$ cat config.mk
export PLATFORM = sky130hd
export DESIGN_NAME = rf_harvest_enable_sequencer
export DESIGN_NICKNAME = d
export VERILOG_FILES = /design/src/rtl/harvest_pkg.sv /design/src/rtl/cycle_timer.sv /design/src/rtl/rf_harvest_enable_sequencer.sv
export VERILOG_INCLUDE_DIRS = /design/src /design/src/rtl
export SDC_FILE = /design/constraint.sdc
export NUM_CORES = 1
export LEC_CHECK = 0
export ABC_AREA = 1
export BUFFER_PORTS_ARGS = -buffer_cell sky130_fd_sc_hd__buf_2
export CAP_MARGIN = 20
export CELL_PAD_IN_SITES_DETAIL_PLACEMENT = 1
export CELL_PAD_IN_SITES_GLOBAL_PLACEMENT = 1
export CORE_ASPECT_RATIO = 0.8
export CORE_MARGIN = 2
export CORE_UTILIZATION = 44
export DETAILED_ROUTE_END_ITERATION = 10
export PLACE_DENSITY = 0.83
export SLEW_MARGIN = 20
export SYNTH_ARGS = -nofsm -noshare
export SYNTH_HDL_FRONTEND = slang
export SYNTH_SLANG_ARGS = --single-unit
$ cat constraint.sdc
create_clock -name ref_clk -period 2.3 [get_ports ref_clk]
set_input_delay 0.46 -clock ref_clk [delete_from_list [all_inputs] [get_ports ref_clk]]
set_output_delay 0.46 -clock ref_clk [all_outputs]
set_load 0.02 [all_outputs]
$ cat src/rtl/harvest_consts.svh
// Purpose: Offsets, field positions, reset values and timing counts
// Assumes: 20 MHz reference clock
// Notes: Byte addresses as seen on the register request port
`ifndef HARVEST_CONSTS_SVH
`define HARVEST_CONSTS_SVH
// Register block addresses, reader side and wired side
`define A_START_CFG1 16'h0037
`define A_START_CFG1_W 16'h1037
`define A_START_HARV 16'h003D
`define A_START_HARV_W 16'h103D
`define A_STATUS 16'h00A0
`define A_STATUS_W 16'h10A0
`define A_SESS_CFG1 16'h00A1
`define A_SESS_CFG1_W 16'h10A1
`define A_SESS_HARV 16'h00A7
`define A_SESS_HARV_W 16'h10A7
// Harvest byte fields
`define B_ENABLE 0
`define B_VSEL 1
`define B_TRIGGER 3
`define B_ISEL 4
`define B_NO_PCHECK 6
`define B_LOAD_OK 7
// Configuration one fields
`define B_FIELD_MODE 0
`define B_ARB_FROM_START 1
`define B_ARB 2
// Status fields
`define B_SUPPLY_OK 0
`define B_OVERDUE 1
`define B_BOOT_DONE 7
// Reset values of the startup bytes and the session configuration byte
`define RST_START_HARV 8'h00
`define RST_START_CFG1 8'h00
`define RST_SESS_CFG1 8'h00
// Timing
`define CLK_HZ 20000000
`define DETECT_US 10
`define DETECT_CYC ((`DETECT_US * `CLK_HZ + 999999) / 1000000)
`define SETTLE_US 100
`define SETTLE_CYC ((`SETTLE_US * `CLK_HZ + 999999) / 1000000)
`define OVERDUE_MS 20
`define OVERDUE_CYC ((`OVERDUE_MS * `CLK_HZ) / 1000)
`endif

$ cat src/rtl/harvest_pkg.sv
// Purpose: Types shared by the harvest enable sequencer
// Assumes: Nothing
// Notes: Binary state codes written out
package harvest_pkg;
  typedef enum logic [2:0] {
    ST_OFF = 3'b000,
    ST_DETECT = 3'b001,
    ST_WAIT = 3'b010,
    ST_BOOT = 3'b011,
    ST_ON = 3'b100
  } seq_state_type;
  typedef enum logic [2:0] {
    SEL_NONE = 3'b000,
    SEL_SESS_HARV = 3'b001,
    SEL_START_HARV = 3'b010,
    SEL_START_CFG1 = 3'b011,
    SEL_STATUS = 3'b100,
    SEL_SESS_CFG1 = 3'b101
  } reg_sel_type;
endpackage

$ cat src/rtl/cycle_timer.sv
// Purpose: Counts cycles while run is high, flags done at LIMIT
// Assumes: run low clears the count on the next enabled clock edge
// Notes: done is a level from a flop
`timescale 1ns/1ps
module cycle_timer #(
  parameter int LIMIT = 16
) (
  input wire logic ref_clk, // Clock
  input wire logic arst_n, // Async reset, low
  input wire logic clk_en, // Freeze when low
  input wire logic run, // Count while high
  output logic done // Limit reached
);
  localparam int W = $clog2(LIMIT + 1);
  typedef struct packed {
    logic [W-1:0] cnt;
    logic done;
  } tmr_state_type;
  tmr_state_type q, d;

  // Saturating count, cleared when idle
  always_comb begin
    d = q;
    if (!run) begin
      d.cnt = '0;
    end else if (q.cnt != W'(LIMIT)) begin
      d.cnt = q.cnt + W'(1);
    end
    d.done = run && (d.cnt == W'(LIMIT));
  end

  // State register
  always_ff @(posedge ref_clk or negedge arst_n) begin
    if (!arst_n) begin
      q <= '0;
    end else if (clk_en) begin
      q <= d;
    end
  end

  assign done = q.done;
endmodule

$ cat src/rtl/rf_harvest_enable_sequencer.sv
// Purpose: Decides when the regulated harvest output is switched on
// Assumes: Field, current and supply comparators arrive as raw pins
// Notes: Register port answers one cycle after each request
// Behaviour
// RULE1: Power check selectable by bit; acts only while field present
// RULE2: With check on, output enabled only when current beats reference
// RULE3: Check on and field weak: memory blocked, session registers remain
// RULE4: Load-sufficient bit 7 of session harvest byte shows enough energy
// RULE5: Session harvest byte at A7h or 10A7h, current session only
// RULE6: Startup harvest byte at 3Dh or 103Dh, used at power-up
// RULE7: Writing trigger bit 3 starts the current measurement
// RULE8: Writing enable and trigger together starts output and supply boot
// RULE9: Reader triggers, polls load bit, then writes the enable
// RULE10: Boot-done bit 7 of status A0h set once supply ramped
// RULE11: Reset from supply drop leaves session harvesting disabled
// RULE12: Reader acts if supply is not up within 20 ms
// RULE13: Supply toggling during boot restarts the supply boot
// RULE14: Supply below 1.62 V when running causes system reset
// RULE15: Startup enable: direct on if check off, else wait for field
// RULE16: Startup enable low makes the power check setting ineffective
// RULE17: Output follows voltage select and field mode selection
// RULE18: Field mode comes from startup configuration one at 37h
// RULE19: Arbiter-from-startup low takes arbitration from A1h session byte
// RULE20: Before boot starts, register access granted, memory refused
// RULE21: Field mode resets to low-field setting
`timescale 1ns/1ps
`include "harvest_consts.svh"
module rf_harvest_enable_sequencer
  import harvest_pkg::*;
#(
  parameter int OVERDUE_CYCLES = `OVERDUE_CYC,
  parameter int SETTLE_CYCLES = `SETTLE_CYC,
  parameter int DETECT_CYCLES = `DETECT_CYC
) (
  input wire logic ref_clk, // 20 MHz clock
  input wire logic arst_n, // Async reset, low
  input wire logic clk_en, // Freeze when low
  input wire logic rf_field_present, // Field pin
  input wire logic current_above_ref, // Current comparator pin
  input wire logic supply_above_min, // Supply at least 1.62 V pin
  input wire logic reg_req, // Register request strobe
  input wire logic reg_write, // 1 write, 0 read
  input wire logic [15:0] reg_addr, // Block address
  input wire logic [7:0] reg_wdata, // Write byte
  output logic reg_ack, // Answer strobe
  output logic reg_refused, // Answer refused
  output logic [7:0] reg_rdata, // Read byte
  input wire logic mem_req, // Memory access request
  output logic mem_grant, // Memory access granted
  output logic mem_refused, // Memory access refused
  output logic regulator_enable, // Shunt regulator on
  output logic [1:0] harvest_voltage_select, // Output voltage code
  output logic [1:0] harvest_current_select, // Output current code
  output logic field_strength_mode, // 0 low field, 1 high
  output logic [1:0] arbitration_select, // Active arbitration mode
  output logic detect_active, // Measurement running
  output logic system_reset, // System reset pulse
  output logic supply_boot_done // Supply boot complete
);
  typedef struct packed {
    seq_state_type state;
    logic rf_s1;
    logic rf_s2;
    logic cur_s1;
    logic cur_s2;
    logic vcc_s1;
    logic vcc_s2;
    logic [7:0] start_harv;
    logic [7:0] start_cfg1;
    logic [7:0] sess_cfg1;
    logic sess_en;
    logic [1:0] sess_vsel;
    logic [1:0] sess_isel;
    logic load_ok;
    logic boot_done;
    logic overdue;
    logic reg_ack;
    logic reg_refused;
    logic [7:0] reg_rdata;
    logic mem_grant;
    logic mem_refused;
    logic reg_on;
    logic detect;
    logic [1:0] arb;
    logic sys_reset;
  } seq_type;
  seq_type q, d;

  logic detect_done;
  logic settle_done;
  logic overdue_done;

  ////////////////////////////////////////////////////////////////////////
  // Address decode, both interfaces reach the same byte
  function automatic reg_sel_type decode(input logic [15:0] a);
    case (a)
      `A_SESS_HARV, `A_SESS_HARV_W: decode = SEL_SESS_HARV; // [RULE5]
      `A_START_HARV, `A_START_HARV_W: decode = SEL_START_HARV; // [RULE6]
      `A_START_CFG1, `A_START_CFG1_W: decode = SEL_START_CFG1;
      `A_STATUS, `A_STATUS_W: decode = SEL_STATUS;
      `A_SESS_CFG1, `A_SESS_CFG1_W: decode = SEL_SESS_CFG1;
      default: decode = SEL_NONE;
    endcase
  endfunction

  // Bytes that live in configuration memory
  function automatic logic is_memory(input reg_sel_type s);
    is_memory = (s == SEL_START_HARV) || (s == SEL_START_CFG1);
  endfunction

  ////////////////////////////////////////////////////////////////////////
  // Measurement, settle and overdue timers
  cycle_timer #(.LIMIT(DETECT_CYCLES)) u_detect (
    .ref_clk(ref_clk),
    .arst_n(arst_n),
    .clk_en(clk_en),
    .run(q.state == ST_DETECT),
    .done(detect_done)
  );
  cycle_timer #(.LIMIT(SETTLE_CYCLES)) u_settle (
    .ref_clk(ref_clk),
    .arst_n(arst_n),
    .clk_en(clk_en),
    .run(q.state == ST_BOOT && q.vcc_s2), // [RULE13]
    .done(settle_done)
  );
  cycle_timer #(.LIMIT(OVERDUE_CYCLES)) u_overdue (
    .ref_clk(ref_clk),
    .arst_n(arst_n),
    .clk_en(clk_en),
    .run(q.state == ST_BOOT),
    .done(overdue_done)
  );

  ////////////////////////////////////////////////////////////////////////
  // Next state
  always_comb begin
    reg_sel_type sel;
    logic rf;
    logic cur;
    logic vcc;
    logic trig_only;
    logic trig_en;
    logic start_en;
    logic no_check;
    logic blocked;
    sel = decode(reg_addr);
    d = q;
    // Two-stage synchronisers
    d.rf_s1 = rf_field_present;
    d.rf_s2 = q.rf_s1;
    d.cur_s1 = current_above_ref;
    d.cur_s2 = q.cur_s1;
    d.vcc_s1 = supply_above_min;
    d.vcc_s2 = q.vcc_s1;
    rf = q.rf_s2;
    cur = q.cur_s2;
    vcc = q.vcc_s2;
    start_en = q.start_harv[`B_ENABLE];
    // Check setting ignored unless startup enable is set
    no_check = q.start_harv[`B_NO_PCHECK] || !start_en; // [RULE16]
    blocked = !q.boot_done; // [RULE20]
    trig_only = 1'b0;
    trig_en = 1'b0;
    d.reg_ack = 1'b0;
    d.reg_refused = 1'b0;
    d.reg_rdata = 8'h00;
    d.mem_grant = 1'b0;
    d.mem_refused = 1'b0;
    d.sys_reset = 1'b0;

    // Memory requests only after supply boot
    if (mem_req) begin
      d.mem_grant = !blocked; // [RULE3]
      d.mem_refused = blocked; // [RULE3]
    end

    // Register access
    if (reg_req) begin
      d.reg_ack = 1'b1;
      if (sel == SEL_NONE || (is_memory(sel) && blocked)) begin
        d.reg_refused = 1'b1; // [RULE3]
      end else if (reg_write) begin
        case (sel)
          SEL_SESS_HARV: begin
            d.sess_vsel = reg_wdata[`B_VSEL +: 2];
            d.sess_isel = reg_wdata[`B_ISEL +: 2];
            if (reg_wdata[`B_TRIGGER] && reg_wdata[`B_ENABLE]) begin
              trig_en = 1'b1; // [RULE8]
            end else if (reg_wdata[`B_TRIGGER]) begin
              trig_only = 1'b1; // [RULE7]
            end
          end
          SEL_START_HARV: d.start_harv = reg_wdata;
          SEL_START_CFG1: d.start_cfg1 = reg_wdata;
          SEL_SESS_CFG1: d.sess_cfg1 = reg_wdata;
          default: d.reg_refused = 1'b1;
        endcase
      end else begin
        case (sel)
          SEL_SESS_HARV: begin
            d.reg_rdata[`B_ENABLE] = q.sess_en;
            d.reg_rdata[`B_VSEL +: 2] = q.sess_vsel;
            d.reg_rdata[`B_ISEL +: 2] = q.sess_isel;
            d.reg_rdata[`B_LOAD_OK] = q.load_ok; // [RULE4]
          end
          SEL_START_HARV: d.reg_rdata = q.start_harv;
          SEL_START_CFG1: d.reg_rdata = q.start_cfg1;
          SEL_STATUS: begin
            d.reg_rdata[`B_BOOT_DONE] = q.boot_done; // [RULE10]
            d.reg_rdata[`B_OVERDUE] = q.overdue;
            d.reg_rdata[`B_SUPPLY_OK] = vcc;
          end
          SEL_SESS_CFG1: d.reg_rdata = q.sess_cfg1;
          default: d.reg_refused = 1'b1;
        endcase
      end
    end

    // Sequencer
    case (q.state)
      ST_OFF: begin
        if (trig_en) begin
          d.sess_en = 1'b1;
          d.state = ST_BOOT; // [RULE8]
        end else if (trig_only) begin
          d.load_ok = 1'b0;
          d.state = ST_DETECT; // [RULE7]
        end else if (rf && start_en && no_check) begin
          d.state = ST_BOOT; // [RULE15]
        end else if (rf && start_en) begin
          d.state = ST_WAIT; // [RULE15]
        end
      end
      ST_DETECT: begin
        if (trig_en) begin
          d.sess_en = 1'b1;
          d.state = ST_BOOT;
        end else if (detect_done) begin
          // Result counts only with field present
          d.load_ok = rf && cur; // [RULE1]
          d.state = ST_OFF;
        end
      end
      ST_WAIT: begin
        if (trig_en) begin
          d.sess_en = 1'b1;
          d.state = ST_BOOT;
        end else if (rf && cur) begin
          d.state = ST_BOOT; // [RULE2]
        end
      end
      ST_BOOT: begin
        // Supply dip clears the settle count, boot starts over
        if (settle_done && vcc) begin
          d.boot_done = 1'b1; // [RULE10]
          d.state = ST_ON;
        end
        if (overdue_done) begin
          d.overdue = 1'b1;
        end
      end
      ST_ON: begin
        if (!vcc) begin
          d.sys_reset = 1'b1; // [RULE14]
          d.state = ST_OFF;
        end
      end
      default: d.state = ST_OFF;
    endcase

    // Supply loss after boot or field loss ends the session
    if (d.sys_reset || !rf) begin
      d.state = ST_OFF;
      d.sess_en = 1'b0; // [RULE11]
      d.load_ok = 1'b0;
      d.boot_done = 1'b0;
      d.overdue = 1'b0;
      d.sess_vsel = q.start_harv[`B_VSEL +: 2];
      d.sess_isel = q.start_harv[`B_ISEL +: 2];
    end

    // Registered outputs
    d.reg_on = (d.state == ST_BOOT) || (d.state == ST_ON); // [RULE17]
    d.detect = (d.state == ST_DETECT); // [RULE7]
    if (d.start_cfg1[`B_ARB_FROM_START]) begin
      d.arb = d.start_cfg1[`B_ARB +: 2];
    end else begin
      d.arb = d.sess_cfg1[`B_ARB +: 2]; // [RULE19]
    end
  end

  ////////////////////////////////////////////////////////////////////////
  // State register
  always_ff @(posedge ref_clk or negedge arst_n) begin
    if (!arst_n) begin
      q <= '0;
      q.state <= ST_OFF;
      q.start_harv <= `RST_START_HARV;
      q.start_cfg1 <= `RST_START_CFG1; // [RULE21]
      q.sess_cfg1 <= `RST_SESS_CFG1;
      q.sess_vsel <= 2'(`RST_START_HARV >> `B_VSEL);
      q.sess_isel <= 2'(`RST_START_HARV >> `B_ISEL);
    end else if (clk_en) begin
      q <= d;
    end
  end

  // Output drive
  assign reg_ack = q.reg_ack;
  assign reg_refused = q.reg_refused;
  assign reg_rdata = q.reg_rdata;
  assign mem_grant = q.mem_grant;
  assign mem_refused = q.mem_refused;
  assign regulator_enable = q.reg_on;
  assign harvest_voltage_select = q.sess_vsel; // [RULE17]
  assign harvest_current_select = q.sess_isel;
  assign field_strength_mode = q.start_cfg1[`B_FIELD_MODE]; // [RULE18]
  assign arbitration_select = q.arb;
  assign detect_active = q.detect;
  assign system_reset = q.sys_reset;
  assign supply_boot_done = q.boot_done;
endmodule

### Yosys cells after proc, flatten, opt, wreduce, memory -nomap -nowiden

Index checks and enable logic that the tools add are counted.
Widths: inputs -> output; s select.

* $add $sub $neg: 3
* equality and inequality tests: 33
* mux-type cells: 67
* bitwise logic cells: 1
* reduce and logical (&&, ||, !) cells: 45

Operators by type and width (count)
* $eq 16x13->1 const B: 5
* $eq 16x8->1 const B: 3
* $mux 8: 6
* $mux 19: 2
* $mux 12: 3
* $mux 3: 11
* $eq 16x6->1 const B: 2
* $pmux 3 s5: 2
* $mux 1: 25
* $mux 11: 2
* $mux 4: 5
* $reduce_and 5->1: 4
* $add 19x1->19 const B: 1
* $eq 19x19->1 const B: 1
* $ne 19x19->1 const B: 1
* $reduce_bool 2->1: 8
* $eq 3x2->1 const B: 5
* $eq 3x3->1 const B: 4
* $ne 3x3->1 const B: 4
* $add 11x1->11 const B: 1
* $eq 11x11->1 const B: 1
* $ne 11x11->1 const B: 1
* $logic_and 1x1->1: 10
* $mux 10: 1
* 23 further kinds: 41

* register bits: 99
* output and inout port bits: 23
* logic and storage cells: 182

### Depth between registers and ports, before layout

Gate-level depths: netlist of run 1.

* depth after elaboration: 15
* depth in mapped cells: 14
* mapped depth without buffers: 14

### Cells and area by module

A second synthesis of run 1 with hierarchy kept.

* cells, all modules: 867
* area total of the unflattened synthesis: 6217.2 um^2

Modules (own cells, without submodules)
* rf_harvest_enable_sequencer: times used 1, cells each 420, area each 3220.6 um^2
* cycle_timer at u_overdue: times used 1, cells each 242, area each 1525.2 um^2
* cycle_timer at u_settle: times used 1, cells each 120, area each 842.1 um^2
* cycle_timer at u_detect: times used 1, cells each 85, area each 629.4 um^2

### Worst setup path before layout of run 1

Ideal clock, no wire load.

* path type: input to register
* from: in reg_addr[11]
* to: reg q[27] (netlist bit)
* library setup time: 0.121 ns
* arrival: 1.746 ns
* path slack: 0.433 ns
* cell stages on the path: 11
* cell sequence: nor2_1 nand2_1 nor2_4 nand3_2 nand3_2 nand3_4 nor2_4 nand2_2 buf_6 nand2_1 o21ai_2

* longest elaborated chain between the ends: 9
* elaborated cells on any way between the ends: 27
* classes of those cells: 13 x eq/ne; 5 x mux; 9 x reduce/logical

RTL lines
* start, declared: line rf_harvest_enable_sequencer.sv:43 `input wire logic [15:0] reg_addr,`
* $eq 16x8->1 (tied with other cells): line rf_harvest_enable_sequencer.sv:96 `case (a)`
* $reduce_or 2->1: line rf_harvest_enable_sequencer.sv:96
* $pmux 3 s5 (*): line rf_harvest_enable_sequencer.sv:96
* $eq 3x2->1: line rf_harvest_enable_sequencer.sv:108 `is_memory = (s == SEL_START_HARV) || (s == SEL_START_CFG1);`
* $logic_or 1x1->1: line rf_harvest_enable_sequencer.sv:108
* $logic_and 1x1->1: line rf_harvest_enable_sequencer.sv:181 `if (sel == SEL_NONE || (is_memory(sel) && blocked)) begin`
* $logic_or 1x1->1: line rf_harvest_enable_sequencer.sv:181
* $mux 12 (*): line rf_harvest_enable_sequencer.sv:181
* $mux 12 (*): line rf_harvest_enable_sequencer.sv:179 `if (reg_req) begin`
* end, declared: line rf_harvest_enable_sequencer.sv:87 `seq_type q, d;`

Mark *: on every way between the ends. The rest lies on a longest branch, timed or not.
A chain may end at the register's enable or synchronous reset.

### Worst setup path after layout of run 1

* from: reg u_overdue.q[1] (netlist bit)
* to: reg u_overdue.q (netlist bit u_overdue.done)

* longest elaborated chain between the ends: 5
* elaborated cells on any way between the ends: 6
* classes of those cells: 1 x add/sub; 2 x eq/ne; 2 x mux; 1 x reduce/logical

RTL lines
* start, declared: line cycle_timer.sv:19 `tmr_state_type q, d;`
* start signal, assigned: line cycle_timer.sv:35 `q <= '0;`
* start signal, assigned: line cycle_timer.sv:37 `q <= d;`
* $add 19x1->19 or $ne 19x19->1 (tied branches): line cycle_timer.sv:27, cycle_timer.sv:26
* $mux 19 (*): line cycle_timer.sv:26 `end else if (q.cnt != W'(LIMIT)) begin`
* $mux 19 (*): line cycle_timer.sv:24 `if (!run) begin`
* $eq 19x19->1 (*): line cycle_timer.sv:29 `d.done = run && (d.cnt == W'(LIMIT));`
* $logic_and 1x1->1 (*): line cycle_timer.sv:29

Marked as above.

==> out/results.ini, run 1 <==
[run_status]
status=complete, no violations

[power]
power.switching_mw=0.933
powerDensity_nw_per_um2=527
peakVddDrop_mv=0.384
pwr-share-seq_pct=50.8
power_frac_comb_pct=7.4
swShare_pct=26.5
p_clk_share_pct=41.8
p_int_mw=2.59
power_mw=3.52
p_leak_nw=3.24

[finish]
regArea_sq_um=2480
drive_gt1_share_pct=18.0
multi_input_area_sq_um=2950
fin_nets=886
area_growth_pct=11.8
diodes=0
n_fill_cell=1755

[worst_setup_path]
arrival_ps=2360
critPathTopFamily=simple AND/OR/NAND/NOR gates
required_ps=2600
endpoint_kind=flip-flop
startpoint=u_overdue.q[1]$_DFFE_PN0P_
start_kind=flip-flop
slowest_stage=dfrtp_1
critPathMaxFanout=5
path_class=reg -> reg
reg2reg_from=u_overdue.q[1]$_DFFE_PN0P_
critical_path_buf_inv_count=1
slowest_delay_ps=420
path_cells=ha_1 > inv_1 > nor3_4 > nand2_4 > nor2_4 > xor2_2 > nand3_1 > or2_0 > nor2_1 > nand4_1 > nand2_1

[drt]
wl_um=17100
routedWlPerCell_um=16.6
num_vias=5506
drc_errors=0
ant_nets=0
first_iter_violations=301
via_per_inst=5.34
drt_first_pass_iters=4

[synth]
synth_common_cells=nand2_1 (245), dfrtp_1 (99), inv_1 (80), o21ai_0 (70), nor2_1 (58)
syn-cell-area_sq_um=5980
postSynthCellCount=797
synth_seq_cells=99
yosysTopAreaCell=dfrtp_1
ys_types=49
synth_top_flop_cell=dfrtp_1
yosysMostFrequentCell=nand2_1
synthArstFlopShare_pct=100
synth_top_area_share_pct=41.5
synth.area.top_cells=dfrtp_1 (41%), nand2_1 (15%), o21ai_0 (5.9%), inv_1 (5.0%), nand3_1 (4.3%)
syn_avg_cell_area_sq_um=7.50
yosysSeqAreaShare_pct=41.5
yosys_warnings=0
synth_edf_count=0
syn-num-nets=836

[sta]
finalCriticalPeriod_ps=2060
fin_worst_skew_ps=8.90
hold_ws_ps=107
slew_headroom_pct=60.5
hold_viol_final=0
rsz0062_at_grt=no
tightest_slew_ps=593
maxSlewViolCount=0
period_share_pct=89.5
max_freq_mhz=486
setup_viol=0
finalSetupTns_ps=0

[floorplanning]
io_pins=56
die_w_um=134
core_area_sq_um=13400
die_h_um=108
start_util_pct=44.6
dieArea_sq_um=14500
rows=38

[cts]
cts_resized=0
htree_levels=3
cts_tree=built
post_cts_buffers=0
cts_buffer_depth=2
clock-sinks=99
hold_buffers=0
cts_buffers=9
cts_root_buffer=clkbuf_16
clk_latency_ps=360
path_clk_slew_ps=70

[grt]
grt_max_degree=44
grt_pass1_vias=5906
grt.total_usage_pct=24.8
grt-ovfl-total=0
grt_pass1_wl_um=28600
antenna_found_initial=0

[run]
maxCapViolations=0

[min_path]
min_path_type=in -> async

[placement]
place.gp.congestion=0.862
io_buffers=55
hpwl_um=13000

sequential cells by signal, indices dropped and copies added (netlist names), 2 cells and up:
| name | count |
|---|---|
| q | 32 |
| u_overdue.q | 19 |
| u_settle.q | 11 |
| reg_rdata | 8 |
| u_detect.q | 8 |
| d | 3 |
| arbitration_select | 2 |
| harvest_current_select | 2 |
| harvest_voltage_select | 2 |
metal layers:
layer	global-route usage (%)	wire length, um	part of all wire [%]
met1	30.4	7620	45
met2	44.6	8650	51
met3	5.25	557	3.3
met4	6.09	258	1.5
met5	0	0	0
path summary, 6_finish.rpt:
path | end | slack (ps) | cells after the start
min in group ref_clk | d[53]$_DFFE_PN0P_ | 300 | 3
setup / recovery | u_overdue.done$_DFFE_PN0P_ | 240 | 11
hold / removal | u_overdue.q[18]$_DFFE_PN0P_ | 110 | 1
hold reg to reg | mem_grant$_DFFE_PN0P_ | 480 | 2
setup reg to reg | u_overdue.done$_DFFE_PN0P_ | 240 | 11
max in group asynchronous | u_overdue.q[11]$_DFFE_PN0P_ | 1570 | 2
cell families (layout without fill, tap and decap cells):
family	count (synthesis)	in the layout	share of synthesized area [%]
xor+xnor	19	19	2.91
simple gates	418	418	32.1
buf+inv	124	179	9.15
flops	99	99	41.5
fa+ha+maj	6	6	1.26
compound gates	131	131	13.1
layout make-up:
type | count | share of cell area (%)
timing repair buffer | 72 | 6.07
tap | 180 | 3.37
inverter | 91 | 5.15
sequential | 99 | 37.1
multi-input combinational | 574 | 44.2
clock buffer | 10 | 3.43
clock inverter | 6 | 0.730
per-stage QoR:
stage / setup slack, ps / area (sq um) / util, % / cells
final: 242 / 6680 / 49.8 / 1032
after global routing: 6.46 / 6680 / 49.8 / 1032
after CTS: 217 / 6680 / 49.8 / 1032
after detailed placement: -48.4 / 6400 / 47.8 / 1016
after global placement: 122 / 6400 / 47.8 / 1016
after floorplan: 433 / 5980 / - / 797
power groups by stage:
| stage | registers, mW | logic [mW] | clock network (mW) |
|---|---|---|---|
| floorplan | 1.82 | 0.135 | 0 |
| global placement | 1.82 | 0.255 | 0 |
| detailed placement | 1.82 | 0.266 | 0 |
| CTS | 1.79 | 0.266 | 1.51 |
| global route | 1.79 | 0.294 | 1.58 |
| finish | 1.79 | 0.262 | 1.47 |
cell usage in the layout (no fill, tap or decap), types with 6 or more instances in the layout:
cell       instances
a21oi_1           13
buf_2             54
buf_4             18
clkbuf_16          9
dfrtp_1           99
ha_1               6
inv_1             79
inv_2             11
nand2_1          245
nand2_2            7
nand3_1           51
nand4_1           14
nor2_1            58
nor2_4             7
nor3_1             8
o21ai_0           70
o21ai_1            8
o21ai_2           16
o22ai_1            7
xor2_1            16
Power figures use the tool's default switching activity.
==> inputs of run 2 (changes only) <==
==> constraint.sdc (replaced) <==
create_clock -name ref_clk -period 2.3 [get_ports ref_clk]
set_input_delay 0.575 -clock ref_clk [delete_from_list [all_inputs] [get_ports ref_clk]]
set_output_delay 0.575 -clock ref_clk [all_outputs]
set_load 0.02 [all_outputs]
==> run 2 against run 1 <==
Against the previous run: clock-buffer cell count unchanged; largest power group unchanged; sequential power barely moved; sequential cell count did not move; critical path depth unchanged; cell count unchanged; global-route usage is 0.56 points higher; non-clock buffer count is the same; setup slack lost 86 ps.
==> out/results.ini, run 2 (same netlist as run 1, synthesis figures left out) <==
[worst_setup_path]
path_class=reg -> reg
crit_end=u_overdue.done$_DFFE_PN0P_
required_ps=2610
critical_path_buf_inv_count=1
slowest_stage=dfrtp_1
start_kind=flip-flop
path_cells=ha_1 > inv_1 > nor3_4 > nand2_4 > nor2_4 > xor2_2 > nand3_1 > or2_0 > nor2_1 > nand4_1 > nand2_1
reg2reg_from=u_overdue.q[1]$_DFFE_PN0P_
slowest_delay_ps=420
startpoint=u_overdue.q[1]$_DFFE_PN0P_
rr_worst_depth=11
arrival_ps=2450
cp_num_cells=11
rrSetupSlack_ps=160
endpoint_kind=flip-flop
critPathMaxFanout=5
reg2reg_to=u_overdue.done$_DFFE_PN0P_
critPathTopFamily=simple AND/OR/NAND/NOR gates

[sta]
setup_viol=0
tightest_slew_ps=486
max_freq_mhz=467
rsz0062_at_grt=no
fin_worst_skew_ps=9.17
slew_headroom_pct=67.5
hold_ws_ps=128
period_share_pct=93.2
maxSlewViolCount=0
finalCriticalPeriod_ps=2140
setup_slack_ps=157
hold_viol_final=0
finalSetupTns_ps=0

[finish]
layout_common_cells=nand2_1 (244), dfrtp_1 (99), inv_1 (79)
fin_nets=886
largest_register=q
diodes=0
fin_cells=1032
largest_reg_flops=32
drive_gt1_share_pct=18.2
reg.largest.list=q (32), u_overdue.q (19), u_settle.q (11)
area_growth_pct=12.2
layout_commonest_cell=nand2_1

[floorplanning]
io_pins=56
die_w_um=134
start_util_pct=44.6
dieArea_sq_um=14500
rows=38
core_area_sq_um=13400
die_h_um=108

[run]
maxCapViolations=0

[drt]
wl_um=17100
routedWlPerCell_um=16.6
num_vias=5477
via_per_inst=5.31
drc_errors=0
drt_first_pass_iters=4
ant_nets=0
first_iter_violations=316

[run_status]
status=complete, no violations

[grt]
grt_pass1_wl_um=29200
grt_max_degree=43
antenna_found_initial=0
grt-ovfl-total=0
grt.total_usage_pct=25.3
grt_pass1_vias=5971

[cts]
clk_latency_ps=370
post_cts_buffers=0
cts_buffer_depth=2
cts_root_buffer=clkbuf_16
path_clk_slew_ps=80
cts_tree=built
cts_buffers=9
htree_levels=3
clock-sinks=99

[power]
peakVddDrop_mv=0.371
powerDensity_nw_per_um2=533
power_mw=3.58
p_leak_nw=3.25

[placement]
io_buffers=55
hpwl_um=13100
place_ws_ps=-66.6
dp.cells=1016
place.gp.congestion=0.897

[min_path]
min_path_type=in -> async

run 2: worst min path at each step:
stage                                 start                                 to  slack [ps]  cells past startpoint
3_3_place_gp   regulator_enable$_DFFE_PN0P_       regulator_enable$_DFFE_PN0P_         460                      2
2_1_floorplan                        arst_n  arbitration_select[0]$_DFFE_PN0P_         280                      0
5_1_grt                              arst_n        u_overdue.q[19]$_DFFE_PN0P_         140                      1
4_1_cts                              arst_n        u_overdue.q[19]$_DFFE_PN0P_         140                      1
6_report                             arst_n          u_settle.q[7]$_DFFE_PN0P_         130                      1
3_5_place_dp   regulator_enable$_DFFE_PN0P_       regulator_enable$_DFFE_PN0P_         460                      2
run 2: through the flow:
| step | util [%] | instance area [sq um] |
|---|---|---|
| finish | 50.0 | 6710 |
| detailed placement | 47.9 | 6420 |
| floorplan | - | 5980 |
| CTS | 50.0 | 6700 |
| global route | 50.0 | 6710 |
| global placement | 47.9 | 6420 |
run 2: worst register-to-register path, cell delays in order (launching register included):
cell,delay [ps]
dfrtp_1,420
ha_1,200
inv_1,90
nor3_4,330
nand2_4,120
nor2_4,110
xor2_2,150
nand3_1,80
or2_0,220
nor2_1,130
nand4_1,120
nand2_1,100
run 2: final cells by class:
type | instances | area [sq um]
fillers | 1724 | 6700
multi-input cells | 574 | 2960
flip-flops and latches | 99 | 2480
repair buffers | 72 | 418
inverters | 91 | 344
clock buffers | 10 | 229
well taps | 180 | 225
clock inverters | 6 | 53.8
run 2: metal layers:
layer,up-vias,track usage [%],wire length (um)
met2,70,44.2,8450
li1,2668,-,-
met4,0,7.14,352
met3,27,5.25,474
met5,-,0,0
met1,2712,32.0,7810
run 2: timing repair:
item | in CTS | in global routing
hold buffers | 0 | 0
setup endpoints to repair | 0 | 2
resized for setup | 0 | 3
hold endpoints to repair | 0 | 0
run 2: report_power, final:
group / internal (mW) / total [mW] / switching [mW]
sequential: 1.77 / 1.79 / 0.0206
combinational: 0.0737 / 0.265 / 0.191
clock: 0.759 / 1.52 / 0.765
==> inputs of run 3 (changes only) <==
--- a/config.mk
+++ b/config.mk
@@ -14,8 +14,10 @@
 export CORE_ASPECT_RATIO = 0.8
 export CORE_MARGIN = 2
 export CORE_UTILIZATION = 44
+export CTS_CLUSTER_SIZE = 24
 export DETAILED_ROUTE_END_ITERATION = 10
-export PLACE_DENSITY = 0.83
+export PLACE_DENSITY_LB_ADDON = 0.1
+export SETUP_SLACK_MARGIN = 0.5
 export SLEW_MARGIN = 20
 export SYNTH_ARGS = -nofsm -noshare
 export SYNTH_HDL_FRONTEND = slang
==> run 3 against run 2 <==
Against the previous run: clock skew shrank 1.6 ps; sequential power about the same; combinational power increased by 22%; hold slack better by 63 ps; power grew 4.8%; routed wire length is 15% higher; sequential share of layout area is 5.3 points lower; critical endpoint unchanged; highest routed layer unchanged.
==> out/results.ini, run 3 (same netlist as run 1, synthesis figures left out) <==
[run_status]
status=complete, no violations

[sta]
hold_ws_ps=191
rsz0062_at_grt=yes
hold_viol_final=0
setup_viol=0
slew_headroom_pct=65.5
max_freq_mhz=497
finalSetupTns_ps=0
maxSlewViolCount=0
period_share_pct=87.5
tightest_slew_ps=516
fin_worst_skew_ps=7.55
finalCriticalPeriod_ps=2010

[finish]
layout_commonest_cell=nand2_1
fin_cells=1078
diodes=0
area_growth_pct=31.0
layout_common_cells=nand2_1 (199), dfrtp_1 (98), inv_1 (67)
largest_reg_flops=32
postLayoutCoreUtil_pct=58.4
largest_register=q
fin_nets=932
fin_area_sq_um=7830
drive_gt1_share_pct=34.7
reg.largest.list=q (32), u_overdue.q (19), u_settle.q (11)

[drt]
routedWlPerCell_um=18.2
wl_met1_um=9110
first_iter_violations=328
wl_um=19700
drc_errors=0
num_vias=5791
wl_met3_um=714
via_per_inst=5.37
ant_nets=0
wl_met2_um=9500
drt_first_pass_iters=4
highest_layer=met4

[floorplanning]
die_w_um=134
rows=38
core_area_sq_um=13400
die_h_um=108
start_util_pct=44.6
io_pins=56
dieArea_sq_um=14500

[power]
p_leak_nw=3.69
powerDensity_nw_per_um2=479
peakVddDrop_mv=0.473

[worst_setup_path]
rrSetupSlack_ps=290
critPathTopFamily=simple AND/OR/NAND/NOR gates
slowest_stage=dfrtp_1
start_kind=flip-flop
required_ps=2600
rr_worst_depth=12
endpoint_kind=flip-flop
critical_path_buf_inv_count=2
arrival_ps=2320
slowest_delay_ps=400
reg2reg_from=u_overdue.q[2]$_DFFE_PN0P_
path_class=reg -> reg
critPathMaxFanout=4
crit_top_cell=nor2_1
reg2reg_to=u_overdue.done$_DFFE_PN0P_
path_cells=ha_2 > inv_2 > nor3_4 > nand2_4 > buf_4 > o21ai_2 > a21oi_2 > nor2_1 > nand3b_1 > nor2_1 > nand4_1 > nand2_1

[cts]
htree_levels=3
cts_buffer_depth=2
cts_root_buffer=clkbuf_16
cts_buffers=9
path_clk_slew_ps=70
clk_latency_ps=360
cts_tree=built
hold_buffers=0
clock-sinks=99

[placement]
placed_area_sq_um=6500
hpwl_um=12600
dp.cells=1016
place.gp.congestion=0.866
io_buffers=55

[min_path]
min_path_type=in -> async

[grt]
grt.total_usage_pct=26.2
grt_pass1_wl_um=30000
grt-ovfl-total=0
grt_pass1_vias=5913
grt_max_degree=58
antenna_found_initial=0

[run]
maxCapViolations=0

[run 3: changes by cell type in the layout (fill, tap and decap cells not counted), sizes merged]
cell      previous run  this run
buf                 72       116
inv                 96        94
clkinvlp             1         0
clkinv               0         3
clkbuf              10         9
nand2              254       256
bufinv               0         1
[run 3: layout make-up]
type,instances,area [sq um]
sequential,99,2480
tap,180,225
timing repair buffer,116,885
multi-input combinational,576,3580
fill,1635,5580
clock inverter,7,83.8
inverter,91,354
clock buffer,9,225
[run 3: repair_timing]
item                                    4_1_cts  5_1_grt
endpoints found under the setup margin       41       55
setup buffers                                21       22
pin swaps                                    27       62
gates resized for setup                      43      139
gates cloned                                  1        2
[run 3: how the worst max path moves through the flow]
stage	from	end	slack (ps)	cells past startpoint
finish	u_overdue.q[2]$_DFFE_PN0P_	u_overdue.done$_DFFE_PN0P_	290	12
global route	u_overdue.q[2]$_DFFE_PN0P_	u_overdue.done$_DFFE_PN0P_	160	11
CTS	u_overdue.q[2]$_DFFE_PN0P_	u_overdue.done$_DFFE_PN0P_	310	11
detailed placement	reg_addr[1]	regulator_enable$_DFFE_PN0P_	-9	14
global placement	reg_addr[9]	arbitration_select[0]$_DFFE_PN0P_	50	15
floorplan	reg_addr[9]	q[27]$_DFFE_PN0P_	370	11
[run 3: where the power goes]
part / internal (mW) / switching (mW)
combinational: 0.100 / 0.223
sequential: 1.77 / 0.0219
clock: 0.867 / 0.771
total: 2.73 / 1.02
[run 3: routing by layer]
| layer | track usage (%) | vias up |
|---|---|---|
| li1 | - | 2766 |
| met1 | 35.8 | 2870 |
| met2 | 43.5 | 129 |
| met3 | 5.02 | 26 |
| met4 | 5.86 | 0 |
| met5 | 0 | - |
[run 3: worst reg2reg max path, delay by kind of cell, from the launching register on]
kind / cells / cell delay [ps]
DFF: 1 / 400
buffers and inverters: 2 / 210
adders and majority gates: 1 / 200
and+or+nand+nor: 7 / 990
AOI/OAI and AO/OA: 2 / 170
[run 3: metrics by stage]
stage | worst slack [ps] | power, mW
floorplan | 366 | 1.96
CTS | 310 | 3.73
detailed placement | -8.65 | 2.10
finish | 288 | 3.75
global placement | 46.4 | 2.09
global route | 156 | 3.88
